$ cat src/core/clf_defs.svh
// Purpose: offsets, reset values and field positions of the driver configuration bank
// Assumes: byte-wide register port, one register per address
// Notes:   definitions only
`ifndef CLF_DEFS_SVH
`define CLF_DEFS_SVH

`define CLF_ADDR_POLARITY    8'h03
`define CLF_ADDR_OUT0_AMP    8'h04
`define CLF_ADDR_OUT0_CTRL   8'h05
`define CLF_ADDR_OUT1_AMP    8'h06
`define CLF_ADDR_OUT1_CTRL   8'h07

`define CLF_RST_POLARITY     8'hc0
`define CLF_RST_OUT0_AMP     8'h90
`define CLF_RST_OUT0_CTRL    8'h02
`define CLF_RST_OUT1_AMP     8'h90
`define CLF_RST_OUT1_CTRL    8'hda
`define CLF_RDATA_NONE       8'h00

// polarity register fields
`define CLF_POL_FAST0_LSB    7
`define CLF_POL_SLOW0_LSB    6
`define CLF_POL_TF_HI        4
`define CLF_POL_TF_LO        1
`define CLF_POL_STATUS       0
// amplitude register fields
`define CLF_AMP_THR_HI       7
`define CLF_AMP_THR_LO       5
`define CLF_AMP_SWING_HI     4
`define CLF_AMP_SWING_LO     0
// output 0 control fields
`define CLF_C0_FORCE_ABSENT  6
`define CLF_C0_FORCE_PRESENT 5
`define CLF_C0_ABSENCE_PD    4
`define CLF_C0_MUTE_SELECT   3
// shared low-rate threshold field and output 1 lsb positions
`define CLF_SLOW_THR_HI      2
`define CLF_SLOW_THR_LO      0
`define CLF_C1_FAST1_LSB     7
`define CLF_C1_SLOW1_LSB     6

`endif

$ cat src/core/clf_pkg.sv
// Purpose: types shared by the driver configuration bank
// Assumes: clf_defs.svh holds the numbers
// Notes:   none
`default_nettype none
package clf_pkg;

    typedef struct packed {
        logic [3:0] term_fault;    // {out1_neg, out1_pos, out0_neg, out0_pos}
        logic       signal_present;
    } clf_detect_type;

    typedef struct packed {
        logic [3:0] term_fault;
        logic       signal_status;
    } clf_mask_type;

    typedef struct packed {
        logic       mute;
        logic       offset;
        logic [1:0] power_down;
    } clf_drive_type;

    typedef struct packed {
        logic [3:0] out0;
        logic [3:0] out1;
    } clf_thresh_type;

endpackage
`default_nettype wire

$ cat src/core/clf_fault_merge.sv
// Purpose: combine detector flags, polarities and masks into the active-low fault pin
// Assumes: all inputs synchronous to clock
// Notes:   one cycle of latency so the pin comes from a flop
`timescale 1ns/10ps
`default_nettype none
module clf_fault_merge (
    input  wire logic                  clock,      // system clock
    input  wire logic                  resetn,     // async reset, low
    input  wire clf_pkg::clf_detect_type detect,   // detector flags
    input  wire clf_pkg::clf_mask_type   mask,     // 1 ignores a source
    input  wire logic [3:0]            tf_polarity,// per-flag trigger polarity
    input  wire logic                  status_pol, // signal-status polarity
    output var  logic                  fault_n     // low while any source fires
);
    import clf_pkg::*;

    logic [3:0] tf_hit;
    logic       status_hit;

    genvar i;
    generate
        for (i = 0; i < 4; i = i + 1) begin : g_tf
            // polarity 0 fires on flag 1, polarity 1 fires on flag 0
            assign tf_hit[i] = ~mask.term_fault[i] & (detect.term_fault[i] ^ tf_polarity[i]);
        end
    endgenerate

    assign status_hit = ~mask.signal_status & (detect.signal_present == status_pol);

    always_ff @(posedge clock or negedge resetn) begin
        if (!resetn) begin
            fault_n <= 1'b1;
        end else begin
            fault_n <= ~(|tf_hit | status_hit);
        end
    end
endmodule // clf_fault_merge
`default_nettype wire

$ cat src/core/clf_config_bank.sv
// Purpose: configuration bank 03h..07h of a dual-output cable driver
// Assumes: byte register port from the management bus engine; detectors synchronous
// Notes:   all outputs registered, one cycle after the cause
`timescale 1ns/10ps
`default_nettype none
`include "clf_defs.svh"
module clf_config_bank (
    input  wire logic                  clock,           // 100 MHz clock
    input  wire logic                  resetn,          // async reset, low
    input  wire logic [7:0]            reg_addr,        // register address
    input  wire logic                  reg_write,       // write strobe, one cycle
    input  wire logic [7:0]            reg_wdata,       // write data
    input  wire logic                  reg_read,        // read strobe, one cycle
    output var  logic [7:0]            reg_rdata,       // read data, next cycle
    input  wire clf_pkg::clf_detect_type detect,        // detector flags
    input  wire clf_pkg::clf_mask_type   mask,          // mask bits, 1 ignores
    input  wire logic                  low_rate_select, // rate bit, 1 slow
    input  wire logic                  rate_pin_high,   // rate pin tied high
    input  wire logic                  enable_pin,      // driver enable pin
    input  wire logic                  out0_power_down, // pd bit output 0
    input  wire logic                  out1_power_down, // pd bit output 1
    output var  logic                  fault_n,         // fault pin, low active
    output var  clf_pkg::clf_thresh_type term_thresh,   // active thresholds
    output var  logic [4:0]            out0_swing_code, // output 0 amplitude
    output var  logic [4:0]            out1_swing_code, // output 1 amplitude
    output var  clf_pkg::clf_drive_type  drive,         // mute, offset, power-down
    output var  logic                  slow_rate_active // selected edge rate
);
    import clf_pkg::*;

    logic [7:0] fault_polarity_cfg_reg;
    logic [7:0] out0_threshold_amplitude_reg;
    logic [7:0] out0_signal_loss_ctrl_reg;
    logic [7:0] out1_threshold_amplitude_reg;
    logic [7:0] out1_threshold_ctrl_reg;
    logic [7:0] reg_rdata_next;

    logic           slow_next;
    clf_thresh_type fast_thresh;
    clf_thresh_type slow_thresh;
    logic           force_signal_absent;
    logic           force_signal_present;
    logic           absence_power_down_enable;
    logic           mute_select;
    logic           loss_effect;
    clf_drive_type  drive_next;
    logic [1:0]     pd_bit;
    logic [1:0]     pd_next;

    // reserved bits are stored as written; the host keeps them at their documented values
    always_ff @(posedge clock or negedge resetn) begin
        if (!resetn) begin
            fault_polarity_cfg_reg <= `CLF_RST_POLARITY;
        end else if (reg_write && (reg_addr == `CLF_ADDR_POLARITY)) begin
            fault_polarity_cfg_reg <= reg_wdata;
        end
    end

    always_ff @(posedge clock or negedge resetn) begin
        if (!resetn) begin
            out0_threshold_amplitude_reg <= `CLF_RST_OUT0_AMP;
        end else if (reg_write && (reg_addr == `CLF_ADDR_OUT0_AMP)) begin
            out0_threshold_amplitude_reg <= reg_wdata;
        end
    end

    always_ff @(posedge clock or negedge resetn) begin
        if (!resetn) begin
            out0_signal_loss_ctrl_reg <= `CLF_RST_OUT0_CTRL;
        end else if (reg_write && (reg_addr == `CLF_ADDR_OUT0_CTRL)) begin
            out0_signal_loss_ctrl_reg <= reg_wdata;
        end
    end

    always_ff @(posedge clock or negedge resetn) begin
        if (!resetn) begin
            out1_threshold_amplitude_reg <= `CLF_RST_OUT1_AMP;
        end else if (reg_write && (reg_addr == `CLF_ADDR_OUT1_AMP)) begin
            out1_threshold_amplitude_reg <= reg_wdata;
        end
    end

    always_ff @(posedge clock or negedge resetn) begin
        if (!resetn) begin
            out1_threshold_ctrl_reg <= `CLF_RST_OUT1_CTRL;
        end else if (reg_write && (reg_addr == `CLF_ADDR_OUT1_CTRL)) begin
            out1_threshold_ctrl_reg <= reg_wdata;
        end
    end

    always_comb begin
        case (reg_addr)
            `CLF_ADDR_POLARITY:  reg_rdata_next = fault_polarity_cfg_reg;
            `CLF_ADDR_OUT0_AMP:  reg_rdata_next = out0_threshold_amplitude_reg;
            `CLF_ADDR_OUT0_CTRL: reg_rdata_next = out0_signal_loss_ctrl_reg;
            `CLF_ADDR_OUT1_AMP:  reg_rdata_next = out1_threshold_amplitude_reg;
            `CLF_ADDR_OUT1_CTRL: reg_rdata_next = out1_threshold_ctrl_reg;
            default:             reg_rdata_next = `CLF_RDATA_NONE;
        endcase
    end

    // read data holds until the next read strobe
    always_ff @(posedge clock or negedge resetn) begin
        if (!resetn) begin
            reg_rdata <= `CLF_RDATA_NONE;
        end else if (reg_read) begin
            reg_rdata <= reg_rdata_next;
        end
    end

    // threshold assembly
    assign slow_next = rate_pin_high | low_rate_select;
    assign fast_thresh.out0 = {out0_threshold_amplitude_reg[`CLF_AMP_THR_HI:`CLF_AMP_THR_LO],
                               fault_polarity_cfg_reg[`CLF_POL_FAST0_LSB]};
    assign slow_thresh.out0 = {out0_signal_loss_ctrl_reg[`CLF_SLOW_THR_HI:`CLF_SLOW_THR_LO],
                               fault_polarity_cfg_reg[`CLF_POL_SLOW0_LSB]};
    assign fast_thresh.out1 = {out1_threshold_amplitude_reg[`CLF_AMP_THR_HI:`CLF_AMP_THR_LO],
                               out1_threshold_ctrl_reg[`CLF_C1_FAST1_LSB]};
    assign slow_thresh.out1 = {out1_threshold_ctrl_reg[`CLF_SLOW_THR_HI:`CLF_SLOW_THR_LO],
                               out1_threshold_ctrl_reg[`CLF_C1_SLOW1_LSB]};

    always_ff @(posedge clock or negedge resetn) begin
        if (!resetn) begin
            slow_rate_active <= 1'b0;
        end else begin
            slow_rate_active <= slow_next;
        end
    end

    always_ff @(posedge clock or negedge resetn) begin
        if (!resetn) begin
            term_thresh <= '0;
        end else begin
            term_thresh <= slow_next ? slow_thresh : fast_thresh;
        end
    end

    always_ff @(posedge clock or negedge resetn) begin
        if (!resetn) begin
            out0_swing_code <= '0;
        end else begin
            out0_swing_code <= out0_threshold_amplitude_reg[`CLF_AMP_SWING_HI:`CLF_AMP_SWING_LO];
        end
    end

    always_ff @(posedge clock or negedge resetn) begin
        if (!resetn) begin
            out1_swing_code <= '0;
        end else begin
            out1_swing_code <= out1_threshold_amplitude_reg[`CLF_AMP_SWING_HI:`CLF_AMP_SWING_LO];
        end
    end

    // signal-loss handling; the status bit itself is never altered by the forces
    assign force_signal_absent       = out0_signal_loss_ctrl_reg[`CLF_C0_FORCE_ABSENT];
    assign force_signal_present      = out0_signal_loss_ctrl_reg[`CLF_C0_FORCE_PRESENT];
    assign absence_power_down_enable = out0_signal_loss_ctrl_reg[`CLF_C0_ABSENCE_PD];
    assign mute_select               = out0_signal_loss_ctrl_reg[`CLF_C0_MUTE_SELECT];

    always_comb begin
        if (force_signal_present) begin
            loss_effect = 1'b0;
        end else if (force_signal_absent) begin
            loss_effect = 1'b1;
        end else begin
            loss_effect = ~detect.signal_present;
        end
        drive_next.mute   = loss_effect & mute_select;
        drive_next.offset = loss_effect & ~mute_select;
        drive_next.power_down = pd_next;
    end

    assign pd_bit = {out1_power_down, out0_power_down};

    genvar k;
    generate
        for (k = 0; k < 2; k = k + 1) begin : g_pd
            // a low enable pin always wins; absence joins in only when enabled
            assign pd_next[k] = ~enable_pin | pd_bit[k]
                                | (absence_power_down_enable & ~detect.signal_present);
        end
    endgenerate

    always_ff @(posedge clock or negedge resetn) begin
        if (!resetn) begin
            drive <= '0;
        end else begin
            drive <= drive_next;
        end
    end

    clf_fault_merge u_fault_merge (
        .clock       (clock),
        .resetn      (resetn),
        .detect      (detect),
        .mask        (mask),
        .tf_polarity (fault_polarity_cfg_reg[`CLF_POL_TF_HI:`CLF_POL_TF_LO]),
        .status_pol  (fault_polarity_cfg_reg[`CLF_POL_STATUS]),
        .fault_n     (fault_n)
    );
endmodule // clf_config_bank
`default_nettype wire

$ cat config.mk
export PLATFORM = sky130hd
export DESIGN_NAME = clf_config_bank
export DESIGN_NICKNAME = d
export VERILOG_FILES = /design/src/core/clf_pkg.sv /design/src/core/clf_fault_merge.sv /design/src/core/clf_config_bank.sv
export VERILOG_INCLUDE_DIRS = /design/src /design/src/core
export SDC_FILE = /design/constraint.sdc
export NUM_CORES = 1
export LEC_CHECK = 0
export ABC_AREA = 1
export BUFFER_PORTS_ARGS = -buffer_cell sky130_fd_sc_hd__buf_2
export CORE_UTILIZATION = 57
export DETAILED_ROUTE_END_ITERATION = 6
export PLACE_DENSITY = 0.79
export SYNTH_ARGS = -nofsm -noshare
export SYNTH_HDL_FRONTEND = slang
export SYNTH_HIERARCHICAL = 1
export SYNTH_SLANG_ARGS = --single-unit
$ cat constraint.sdc
create_clock -name clock -period 2.7 [get_ports clock]
set_input_delay 0 -clock clock [delete_from_list [all_inputs] [get_ports clock]]
set_output_delay 0 -clock clock [all_outputs]
set_load 0.005 [all_outputs]
* After elaboration in Yosys (flattened, before gate mapping)
Index checks and enable logic that the tools add are counted.
Storage, ports and cells: flip-flop bits (word level) 72, word-level logic and storage cells 58, output and inout port bits 32, input port bits 35
Operators by class: eq/ne operators 6, bitwise operators 27, reductions and logical operators 6, mux-type cells 4
Operator list (count):
- one-hot mux 8 bit (5 select lines) | 1
- == test 8 x 3 -> 1 bit, second input constant | 4
- inverter 1 bit | 9
- AND 1 bit | 8
- == test 8 x 2 -> 1 bit, second input constant | 1
- 2-to-1 mux 8 bit | 1
- OR 1 bit | 6
- logical AND 1 bit | 5
- OR reduction 4 bit | 1
- bitwise XOR 1 bit | 4
- 2-to-1 mux 1 bit | 2
- == test 1 bit | 1

* Logic depth before layout (Yosys ltp)
Gate-level depths: netlist of run 1.
depth after elaboration 5, depth in mapped cells 11, depth with buffers taken out 9

* Hierarchy
Netlist of run 1, hierarchy kept.
Modules (own cells, without submodules):
- clf_config_bank | seq. area each 1791.7 um^2, area an instance 3051.7 um^2, cells an instance 315, times used 1
- clf_fault_merge | seq. area each 26.3 um^2, area an instance 142.6 um^2, cells an instance 28, times used 1

* Worst setup path after synthesis of run 1
Ideal clock, no wire load.
path type input -> register, start input port reg_addr[7], end register out0_signal_loss_ctrl_reg[6], required time 2576 ps, setup time 124 ps, path buffers 2, stages on the path 8, path slack 1815 ps, data arrival time 762 ps, path through nor2_2 -> nand2_2 -> clkinv_2 -> buf_12 -> nand3_4 -> buf_2 -> nand2_1 -> o21ai_1
On the way: longest elaborated chain between the ends 2
Ends and longest elaborated chain:
- start: declaration | line clf_config_bank.sv:10 | input wire logic [7:0] reg_addr,
- == test 8 x 3 -> 1 bit
- logical AND 1 bit | line clf_config_bank.sv:70 | end else if (reg_write && (reg_addr == `CLF_ADDR_OUT0_CTRL)) begin
- end signal: assignment | line clf_config_bank.sv:69 | out0_signal_loss_ctrl_reg <= `CLF_RST_OUT0_CTRL;
- end signal: assignment | line clf_config_bank.sv:71 | out0_signal_loss_ctrl_reg <= reg_wdata;
- end: declaration | line clf_config_bank.sv:33 | logic [7:0] out0_signal_loss_ctrl_reg;
Every way passes these cells. A chain may end at the register's enable or synchronous reset.

* Final worst setup path of run 1
start register fault_polarity_cfg_reg[1], end register u_fault_merge.fault_n
On the way: longest elaborated chain between the ends 5
Ends and longest elaborated chain:
- start: declaration | line clf_config_bank.sv:31 | logic [7:0] fault_polarity_cfg_reg;
- start signal: assignment | line clf_config_bank.sv:53 | fault_polarity_cfg_reg <= `CLF_RST_POLARITY;
- start signal: assignment | line clf_config_bank.sv:55 | fault_polarity_cfg_reg <= reg_wdata;
- bitwise XOR 1 bit | line clf_fault_merge.sv:24 | assign tf_hit[i] = ~mask.term_fault[i] & (detect.term_fault[i] ^ tf_polarity[i]);
- AND 1 bit | line clf_fault_merge.sv:24
- OR reduction 4 bit | line clf_fault_merge.sv:34 | fault_n <= ~(|tf_hit | status_hit);
- OR 1 bit | line clf_fault_merge.sv:34
- inverter 1 bit | line clf_fault_merge.sv:34
- end signal: assignment | line clf_fault_merge.sv:34
- end: declaration | line clf_fault_merge.sv:13 | output var logic fault_n
Every way passes these cells.

==> out/metrics.yaml, run 1 <==
cp-start-kind: "flop"
clk_latency_ns: 0.35
die_area_sq_um: 5910
portBuffers: 66
die_width_microns: 76.9
p_seq_share_pct: 49.8
finalWeightedCongestion: 0.917
max_freq_ghz: 0.395
p_sw_share_pct: 23.7
path_class: "flop to flop"
hold_viol_final: 3
outcome: "finished, violations left"
p_int_mw: 1.79
synth_fp_nets: 378
fin_hold_ws_ns: -0.00440
cts_tree: "built"
final_antenna_net_count: 0
cts_buffer_depth: 2
drv_cap: 0
numCtsBuffers: 9
switchingPower_mw: 0.556
grt_pass1_vias: 2512
r2r_cells: 7
crit_path_end: "u_fault_merge/fault_n$_DFF_PN1_"
grt.overflow.total: 0
grt_usage_pct: 28.6
numPlacedInstances: 472
drt_first_pass_iters: 5
diodes: 0
ys_ff_latch: 72
register_area_sq_um: 1820
drcViolationCount: 0
worst-r2r-setup-slack_ns: 0.17
grt_antenna_before_repair: 0
rsz0062_at_grt: "false"
cts_root_buf: "clkbuf_8"
area_delta_synth_final_pct: 23.1
finalSetupTns_ns: 0
grt_max_degree: 39
violations: "negative hold slack"
ir_drop_mv: 0.380
path_max_fanout: 3
post-route-min-period_ns: 2.53
rows: 26
pwr-share-clk_pct: 41.7
clock_sinks: 72
wl_per_cell_microns: 15.3
finalWirelength_microns: 7720
core_sq_um: 5240
synth_seq_area_share_pct: 56.9
grt_pass1_wl_microns: 12600
setup_violations: 0
required_ns: 3.00
multiInputGateArea_sq_um: 1180
clk_pin_slew_worst_paths_ns: 0.08
htreeDepth: 3
drive_gt1_share_pct: 28.6
ys_warn_count: 6
layout_common_cells: "nand2_1, buf_2, dfrtp_1"
power_density_nw_per_um2: 595
drv_slew: 0
drt_iter0_markers: 236
fin_nets: 464
p_comb_share_pct: 8.5
num_vias: 2713
worstPathArrival_ns: 2.83
leakage_nw: 2.03
synth.avg_cell_area_sq_um: 9.31
cp-end-kind: "flop"
initial_core_util_pct: 61.0
rr_endpoint: "u_fault_merge/fault_n$_DFF_PN1_"
via_per_inst: 5.38
cts_resized: 0
die_y_microns: 76.9
reg2reg_from: "fault_polarity_cfg_reg[1]$_DFFE_PN0P_"
placed_area_sq_um: 3540
relSlewSlack_pct: 61.4
worst_pin_slew_ns: 0.579
final_cell_area_sq_um: 3930
netlist_instances: 343
final_common_cell: "nand2_1"
dp_hpwl_microns: 5320
skew_ns: 0.00870
num_io_pins: 67
final_cells: 504
syn-cell-area_sq_um: 3190
startpoint: "fault_polarity_cfg_reg[1]$_DFFE_PN0P_"
final.period_utilization_pct: 93.8
ys_types: 26
min_path_type: "input pin to flop"
fillCellCount: 395
## synthesized netlist by cell type
library cell  count  area share, %
nand3b_1          3           0.71
nand2_1         102             12
buf_6             4            1.4
inv_1            25            2.9
dfstp_2          13             11
dfrtp_1          59             46
nor2_2            3           0.59
inv_2             2           0.24
clkinv_1          1           0.12
o21ai_0           1           0.16
or2_1             2           0.39
o21bai_1          2           0.47
nor2_1            7           0.82
buf_12            1           0.63
clkinv_2          1           0.16
a21oi_1           2           0.31
o21ai_1          39            6.1
nand3_1          50            7.8
nand4_4           1           0.67
nand2_2           3           0.59
nand4_1           1           0.20
nand3_4           4            2.2
o21ai_2           8            2.2
nor2_4            4            1.4
buf_2             4           0.63
nand2_4           1           0.35
## power groups by stage
stage	Combinational, mW	Clock, mW	Sequential [mW]
after CTS	0.199	0.975	1.16
after detailed placement	0.179	0	1.18
after global routing	0.223	1.03	1.17
final	0.200	0.975	1.17
after floorplan	0.0862	0	1.18
after global placement	0.172	0	1.18
## through the flow
step	utilization, %	hold slack (ns)	setup WS, ns	total power, mW
3_3_place_gp	67.6	0.0323	1.32	1.36
5_1_grt	75.1	0.00413	0.0157	2.42
6_report	75.1	-0.00440	0.166	2.34
4_1_cts	74.9	0.00424	0.152	2.34
3_5_place_dp	67.6	0.0353	1.24	1.36
2_1_floorplan	-	-0.296	1.81	1.26
## worst max-delay path, stage by stage (launching register included)
cell           delay (ns)
dfrtp_1              0.41
or2_1                0.23
nand2_1              0.06
dlygate4sd3_1        0.54
nand2_1              0.05
dlygate4sd3_1        0.54
nor2_1               0.10
dlygate4sd3_1        0.56
## what timing repair did
action | in CTS | in global routing
setup buffers | 0 | 1
setup endpoints to repair | 0 | 1
endpoints found under the hold margin | 36 | 0
hold buffers | 15 | 0
## cells by family after synthesis
family / synth area share (%)
flip-flops: 56.9
AND/OR/NAND/NOR: 27.7
buffers and inverters: 6.11
AO/OA/AOI/OAI: 9.24
## per-layer routing
layer  vias up  GRT usage (%)  routed length, microns
met1      1292           39.8                    3460
li1       1303              -                       -
met2       100           43.2                    3610
met5         -              0                       0
met3        18           6.43                     466
met4         0           12.3                     186
## layout make-up
| type | count | share of cell area (%) |
|---|---|---|
| Sequential cell | 72 | 46.2 |
| Tap cell | 70 | 2.23 |
| Inverter | 29 | 2.80 |
| Timing Repair Buffer | 84 | 12.8 |
| Clock buffer | 12 | 3.95 |
| Clock inverter | 4 | 1.94 |
| Multi-Input combinational cell | 233 | 30.0 |
## how the worst min path moves through the flow
stage                       from                                        to  slack, ns  depth (start not counted)
detailed placement        resetn    out1_threshold_ctrl_reg[2]$_DFFE_PN0P_       0.04                          1
finish              reg_wdata[3]    out1_threshold_ctrl_reg[3]$_DFFE_PN1P_     -0.004                          3
global placement          resetn    out1_threshold_ctrl_reg[2]$_DFFE_PN0P_       0.03                          1
floorplan                 resetn                        drive[0]$_DFF_PN0_      -0.30                          0
global route        reg_wdata[3]  out0_signal_loss_ctrl_reg[3]$_DFFE_PN0P_      0.004                          3
CTS                 reg_wdata[3]    out1_threshold_ctrl_reg[3]$_DFFE_PN1P_      0.004                          3
(Power assumes the default switching activity.)
==> run 2, diff against run 1 <==
--- a/config.mk
+++ b/config.mk
@@ -11,6 +11,7 @@
 export CORE_UTILIZATION = 57
 export DETAILED_ROUTE_END_ITERATION = 6
 export PLACE_DENSITY = 0.79
+export REMOVE_ABC_BUFFERS = 1
 export SYNTH_ARGS = -nofsm -noshare
 export SYNTH_HDL_FRONTEND = slang
 export SYNTH_HIERARCHICAL = 1
==> constraint.sdc (replaced) <==
create_clock -name clock -period 2.7 [get_ports clock]
set_input_delay 0 -clock clock [delete_from_list [all_inputs] [get_ports clock]]
set_output_delay 0 -clock clock [all_outputs]
set_load 0.05 [all_outputs]
==> run 2 against run 1 <==
  * The run now ends clean
  * Wire length shrank 4.6%
  * Combinational power rose by 32%
  * Via count decreased by 2.0%
  * Register-to-register slack worse by 0.05 ns
  * Non-clock buffer count up 1
  * Critical endpoint unchanged
  * Global-route usage fell by 1.2 points
  * Sequential cell count unchanged
==> out/metrics.yaml, run 2 (same netlist as run 1, synthesis figures left out) <==
layout_common_cells: "nand2_1, buf_2, dfrtp_1"
grt_antenna_before_repair: 0  # unchanged
area_delta_synth_final_pct: 22.5
ir_drop_mv: 0.398  # +4.8%
wl_per_cell_microns: 14.6  # -4.8%
placed_area_sq_um: 3550  # +0.14%
grt.overflow.total: 0  # unchanged
cp-end-kind: "flop"
final_cell_area_sq_um: 3910  # -0.48%
power_density_nw_per_um2: 568  # -4.7%
wl_met1_microns: 3140  # -9.3%
rsz0062_at_grt: "false"
via_per_inst: 5.27  # -2.1%
path_max_fanout: 4  # +1
cp-start-kind: "flop"
routed-wl-met3_microns: 515  # +11%
drv_cap: 0  # unchanged
portBuffers: 66  # unchanged
grt_max_degree: 39  # unchanged
clock_sinks: 72  # unchanged
cts_root_buf: "clkbuf_8"
hold_viol_final: 0  # -3
final.period_utilization_pct: 95.6  # +1.8 points
dr.max_layer_used: "met4"
cts_resized: 0  # unchanged
pre_cts_slack_ns: 1.26  # +0.0160 ns
postCtsSetupBuffers: 0  # unchanged
clk_pin_slew_worst_paths_ns: 0.07  # about the same
worstPathArrival_ns: 2.88  # +0.05 ns
cts_buffer_depth: 2  # unchanged
path_class: "flop to flop"
fin_ws_ns: 0.118  # -0.0478 ns
die_y_microns: 76.9  # unchanged
initial_core_util_pct: 61.0  # unchanged
cts_tree: "built"
grt_pass1_wl_microns: 12200  # -2.5%
outcome: "completed"
die_area_sq_um: 5910  # unchanged
drv_slew: 0  # unchanged
setup_violations: 0  # unchanged
drt_first_pass_iters: 5  # unchanged
finalSetupTns_ns: 0  # unchanged
core_sq_um: 5240  # unchanged
num_io_pins: 67  # unchanged
final_antenna_net_count: 0  # unchanged
relSlewSlack_pct: 48.0  # -13 points
worst_pin_slew_ns: 0.779  # +0.200 ns
min_path_type: "input pin to flop"
htreeDepth: 3  # unchanged
finalWirelength_microns: 7360  # -4.6%
dp_hpwl_microns: 4810  # -9.7%
drive_gt1_share_pct: 27.8  # -0.76 points
finalWeightedCongestion: 0.823  # -10%
diodes: 0  # unchanged
numCtsBuffers: 9  # unchanged
drt_iter0_markers: 158  # -33%
required_ns: 3.00  # about the same
max_freq_ghz: 0.387  # -1.9%
wl_met2_microns: 3520  # -2.3%
cts_hold_buffers: 18  # +3
grt_pass1_vias: 2561  # +2.0%
clk_latency_ns: 0.35  # about the same
drcViolationCount: 0  # unchanged
die_width_microns: 76.9  # unchanged
leakage_nw: 2.02  # -0.65%
grt_usage_pct: 27.4  # -1.2 points
num_vias: 2660  # -2.0%
final_common_cell: "nand2_1"
fin_nets: 465  # +0.22%
skew_ns: 0.00551  # -0.00319 ns
post-route-min-period_ns: 2.58  # +0.0478 ns
rows: 26  # unchanged
[run 2: changes by cell type in the layout (fill, tap and decap cells not counted), sizes merged]
| cell | delta |
|---|---|
| dlygate4sd3 | +3 |
| buf | -2 |
| bufinv | -2 |
| clkbuf | +2 |
[run 2: final timing paths]
check,end,cells after the start,slack [ns],start
max,u_fault_merge/fault_n$_DFF_PN1_,7,0.12,fault_polarity_cfg_reg[1]$_DFFE_PN0P_
min,reg_rdata[7]$_DFFE_PN0P_,3,0.005,reg_read
max reg2reg,u_fault_merge/fault_n$_DFF_PN1_,7,0.12,fault_polarity_cfg_reg[1]$_DFFE_PN0P_
min reg2reg,out0_swing_code[0]$_DFF_PN0_,0,0.42,out0_threshold_amplitude_reg[0]$_DFFE_PN0P_
max in group asynchronous,out1_threshold_ctrl_reg[4]$_DFFE_PN1P_,3,1.72,resetn
min in group asynchronous,slow_rate_active$_DFF_PN0_,2,0.27,resetn
[run 2: area by class of cell]
cell class | instances | area, sq um
Tap cell | 70 | 87.6
Sequential cell | 72 | 1820
Fill cell | 374 | 1330
Multi-Input combinational cell | 233 | 1180
Clock inverter | 2 | 12.5
Clock buffer | 14 | 173
Inverter | 29 | 110
Timing Repair Buffer | 85 | 531
[run 2: critical path: stages, from the launching register on]
cell,delay [ns]
dfrtp_1,0.41
or2_1,0.24
nand2_1,0.07
dlygate4sd3_1,0.55
nand2_1,0.06
dlygate4sd3_1,0.55
nor2_1,0.10
dlygate4sd3_1,0.55
[run 2: report_power, final]
part / switching (mW) / total (mW) / internal (mW)
logic: 0.181 / 0.265 / 0.0838
registers: 0.0307 / 1.16 / 1.13
clock network: 0.384 / 0.792 / 0.408
[run 2: routing by layer]
layer	vias up	global-route usage, %
met5	-	0
met4	0	13.3
met3	24	8.10
met2	113	42.9
met1	1224	34.8
li1	1299	-
[run 2: through the flow]
stage / hold WS [ns] / util [%] / instances / total power, mW
after global routing: 0.00978 / 74.7 / 505 / 2.30
after detailed placement: 0.125 / 67.7 / 471 / 1.42
after CTS: 0.00112 / 74.7 / 505 / 2.23
after floorplan: -0.296 / - / 334 / 1.32
final: 0.00546 / 74.7 / 505 / 2.22
after global placement: 0.120 / 67.7 / 471 / 1.42
==> run 3, diff against run 2 <==
--- a/config.mk
+++ b/config.mk
@@ -10,7 +10,7 @@
 export BUFFER_PORTS_ARGS = -buffer_cell sky130_fd_sc_hd__buf_2
 export CORE_UTILIZATION = 57
 export DETAILED_ROUTE_END_ITERATION = 6
-export PLACE_DENSITY = 0.79
+export PLACE_DENSITY = 0.83
 export REMOVE_ABC_BUFFERS = 1
 export SYNTH_ARGS = -nofsm -noshare
 export SYNTH_HDL_FRONTEND = slang
==> run 3 against run 2 <==
  * Critical path depth fell by 1
  * Sequential power hardly changed
  * Combinational power hardly changed
  * Critical path type unchanged
==> out/metrics.yaml, run 3 (same netlist as run 1, synthesis figures left out) <==
outcome: "completed"
ir_drop_mv: 0.386  # -3.1%
cts_root_buf: "clkbuf_8"
max_stage_delay_ns: 0.57  # +0.02 ns
skew_ns: 0.00633  # +0.000818 ns
fin_ws_ns: 0.598  # +0.479 ns
required_ns: 2.98  # -0.02 ns
grt_pass1_wl_microns: 12900  # +5.2%
relSlewSlack_pct: 41.1  # -6.9 points
portBuffers: 66  # unchanged
cp_cell_sequence: "or2_1 -> nand2_1 -> dlygate4sd3_1 -> nand2_1 -> nor2_1 -> dlygate4sd3_1"
cp-start-kind: "flop"
diodes: 0  # unchanged
cts_buffer_depth: 2  # unchanged
drcViolationCount: 0  # unchanged
drv_cap: 0  # unchanged
area_delta_synth_final_pct: 21.5
setup_violations: 0  # unchanged
post-route-min-period_ns: 2.10  # -0.479 ns
layout_common_cells: "nand2_1, buf_2, dfrtp_1"
max_freq_ghz: 0.476  # +23%
path_class: "flop to flop"
final_antenna_net_count: 0  # unchanged
htreeDepth: 3  # unchanged
cts_resized: 0  # unchanged
initial_core_util_pct: 61.0  # unchanged
drt_first_pass_iters: 5  # unchanged
die_width_microns: 76.9  # unchanged
clk_latency_ns: 0.34  # about the same
final.period_utilization_pct: 77.9  # -18 points
fillCellCount: 376  # +0.53%
finalSetupTns_ns: 0  # unchanged
grt_pass1_vias: 2731  # +6.6%
cts_tree: "built"
cp-end-kind: "flop"
placed_area_sq_um: 3530  # -0.35%
core_sq_um: 5240  # unchanged
num_io_pins: 67  # unchanged
crit_family: "buffers and inverters"
drive_gt1_share_pct: 27.6  # -0.23 points
dp_hpwl_microns: 4730  # -1.6%
power_density_nw_per_um2: 559  # -1.6%
grt_usage_pct: 28.8  # +1.4 points
grt.overflow.total: 0  # unchanged
rsz0062_at_grt: "false"
wl_per_cell_microns: 15.3  # +4.8%
final_cell_area_sq_um: 3880  # -0.80%
via_per_inst: 5.51  # +4.6%
clock_sinks: 72  # unchanged
rows: 26  # unchanged
min_path_type: "input pin to flop"
numCtsBuffers: 9  # unchanged
grt_max_degree: 73  # +87%
path_max_fanout: 4  # unchanged
worstPathArrival_ns: 2.39  # -0.49 ns
worst_pin_slew_ns: 0.883  # +0.104 ns
grt_antenna_before_repair: 0  # unchanged
crit_slowest_cell: "dlygate4sd3_1"
die_y_microns: 76.9  # unchanged
finalWirelength_microns: 7720  # +4.8%
finalWeightedCongestion: 0.815  # -0.98%
die_area_sq_um: 5910  # unchanged
hold_viol_final: 0  # unchanged
drt_iter0_markers: 251  # +59%
num_vias: 2783  # +4.6%
critPathBufInv: 2  # -1
fin_nets: 465  # unchanged
leakage_nw: 2.00  # -0.71%
drv_slew: 0  # unchanged
clk_pin_slew_worst_paths_ns: 0.08  # about the same
pre_cts_slack_ns: 1.24  # -0.0132 ns
final_common_cell: "nand2_1"
## run 3: changes by cell type in the layout (fill, tap and decap cells not counted), sizes merged
cell / delta
clkbuf: -1
clkinv: +1
## run 3: routing by layer
metal	vias up	track usage, %	share of wire [%]
met2	127	46.8	49
met5	-	0	0
met3	19	6.43	6.3
li1	1300	-	-
met4	0	12.7	2.1
met1	1337	37.0	42
## run 3: power breakdown
group / internal (mW) / switching [mW] / total, mW
combinational: 0.0814 / 0.184 / 0.265
sequential: 1.13 / 0.0302 / 1.16
clock: 0.357 / 0.383 / 0.740
total: 1.57 / 0.597 / 2.17
## run 3: final timing paths
path | cells past startpoint | endpoint | slack [ns] | from
max in group asynchronous | 3 | out0_swing_code[3]$_DFF_PN0_ | 1.72 | resetn
max reg2reg | 6 | u_fault_merge/fault_n$_DFF_PN1_ | 0.60 | fault_polarity_cfg_reg[1]$_DFFE_PN0P_
min reg2reg | 0 | out1_swing_code[0]$_DFF_PN0_ | 0.40 | out1_threshold_amplitude_reg[0]$_DFFE_PN0P_
min in group asynchronous | 3 | term_thresh[3]$_DFF_PN0_ | 0.39 | resetn
min | 3 | out1_threshold_ctrl_reg[6]$_DFFE_PN1P_ | 0.009 | reg_wdata[6]
max | 6 | u_fault_merge/fault_n$_DFF_PN1_ | 0.60 | fault_polarity_cfg_reg[1]$_DFFE_PN0P_
## run 3: timing repair
| item | 4_1_cts | 5_1_grt |
|---|---|---|
| setup buffers | 0 | 0 |
| endpoints found under the hold margin | 89 | 0 |
| setup endpoints to repair | 0 | 0 |
| hold buffers | 18 | 0 |
## run 3: area by class of cell
| class | instances | area [sq um] | area share (%) |
|---|---|---|---|
| Multi-Input combinational cell | 233 | 1180 | 30.4 |
| Clock buffer | 13 | 149 | 3.84 |
| Clock inverter | 3 | 17.5 | 0.451 |
| Timing Repair Buffer | 85 | 518 | 13.3 |
| Sequential cell | 72 | 1820 | 46.8 |
| Tap cell | 70 | 87.6 | 2.26 |
| Inverter | 29 | 110 | 2.84 |
## run 3: tightest hold or removal path, stage by stage
cell and delay, ns:
buf_2 0.10, inv_1 0.17, o21ai_2 0.08
## run 3: per-stage QoR
step	power, mW	hold WS, ns	util, %	std cells
detailed placement	1.42	0.196	67.5	471
CTS	2.17	0.00166	74.1	505
floorplan	1.32	-0.296	-	334
global placement	1.42	0.191	67.5	471
global route	2.25	0.0233	74.1	505
finish	2.17	0.00938	74.1	505
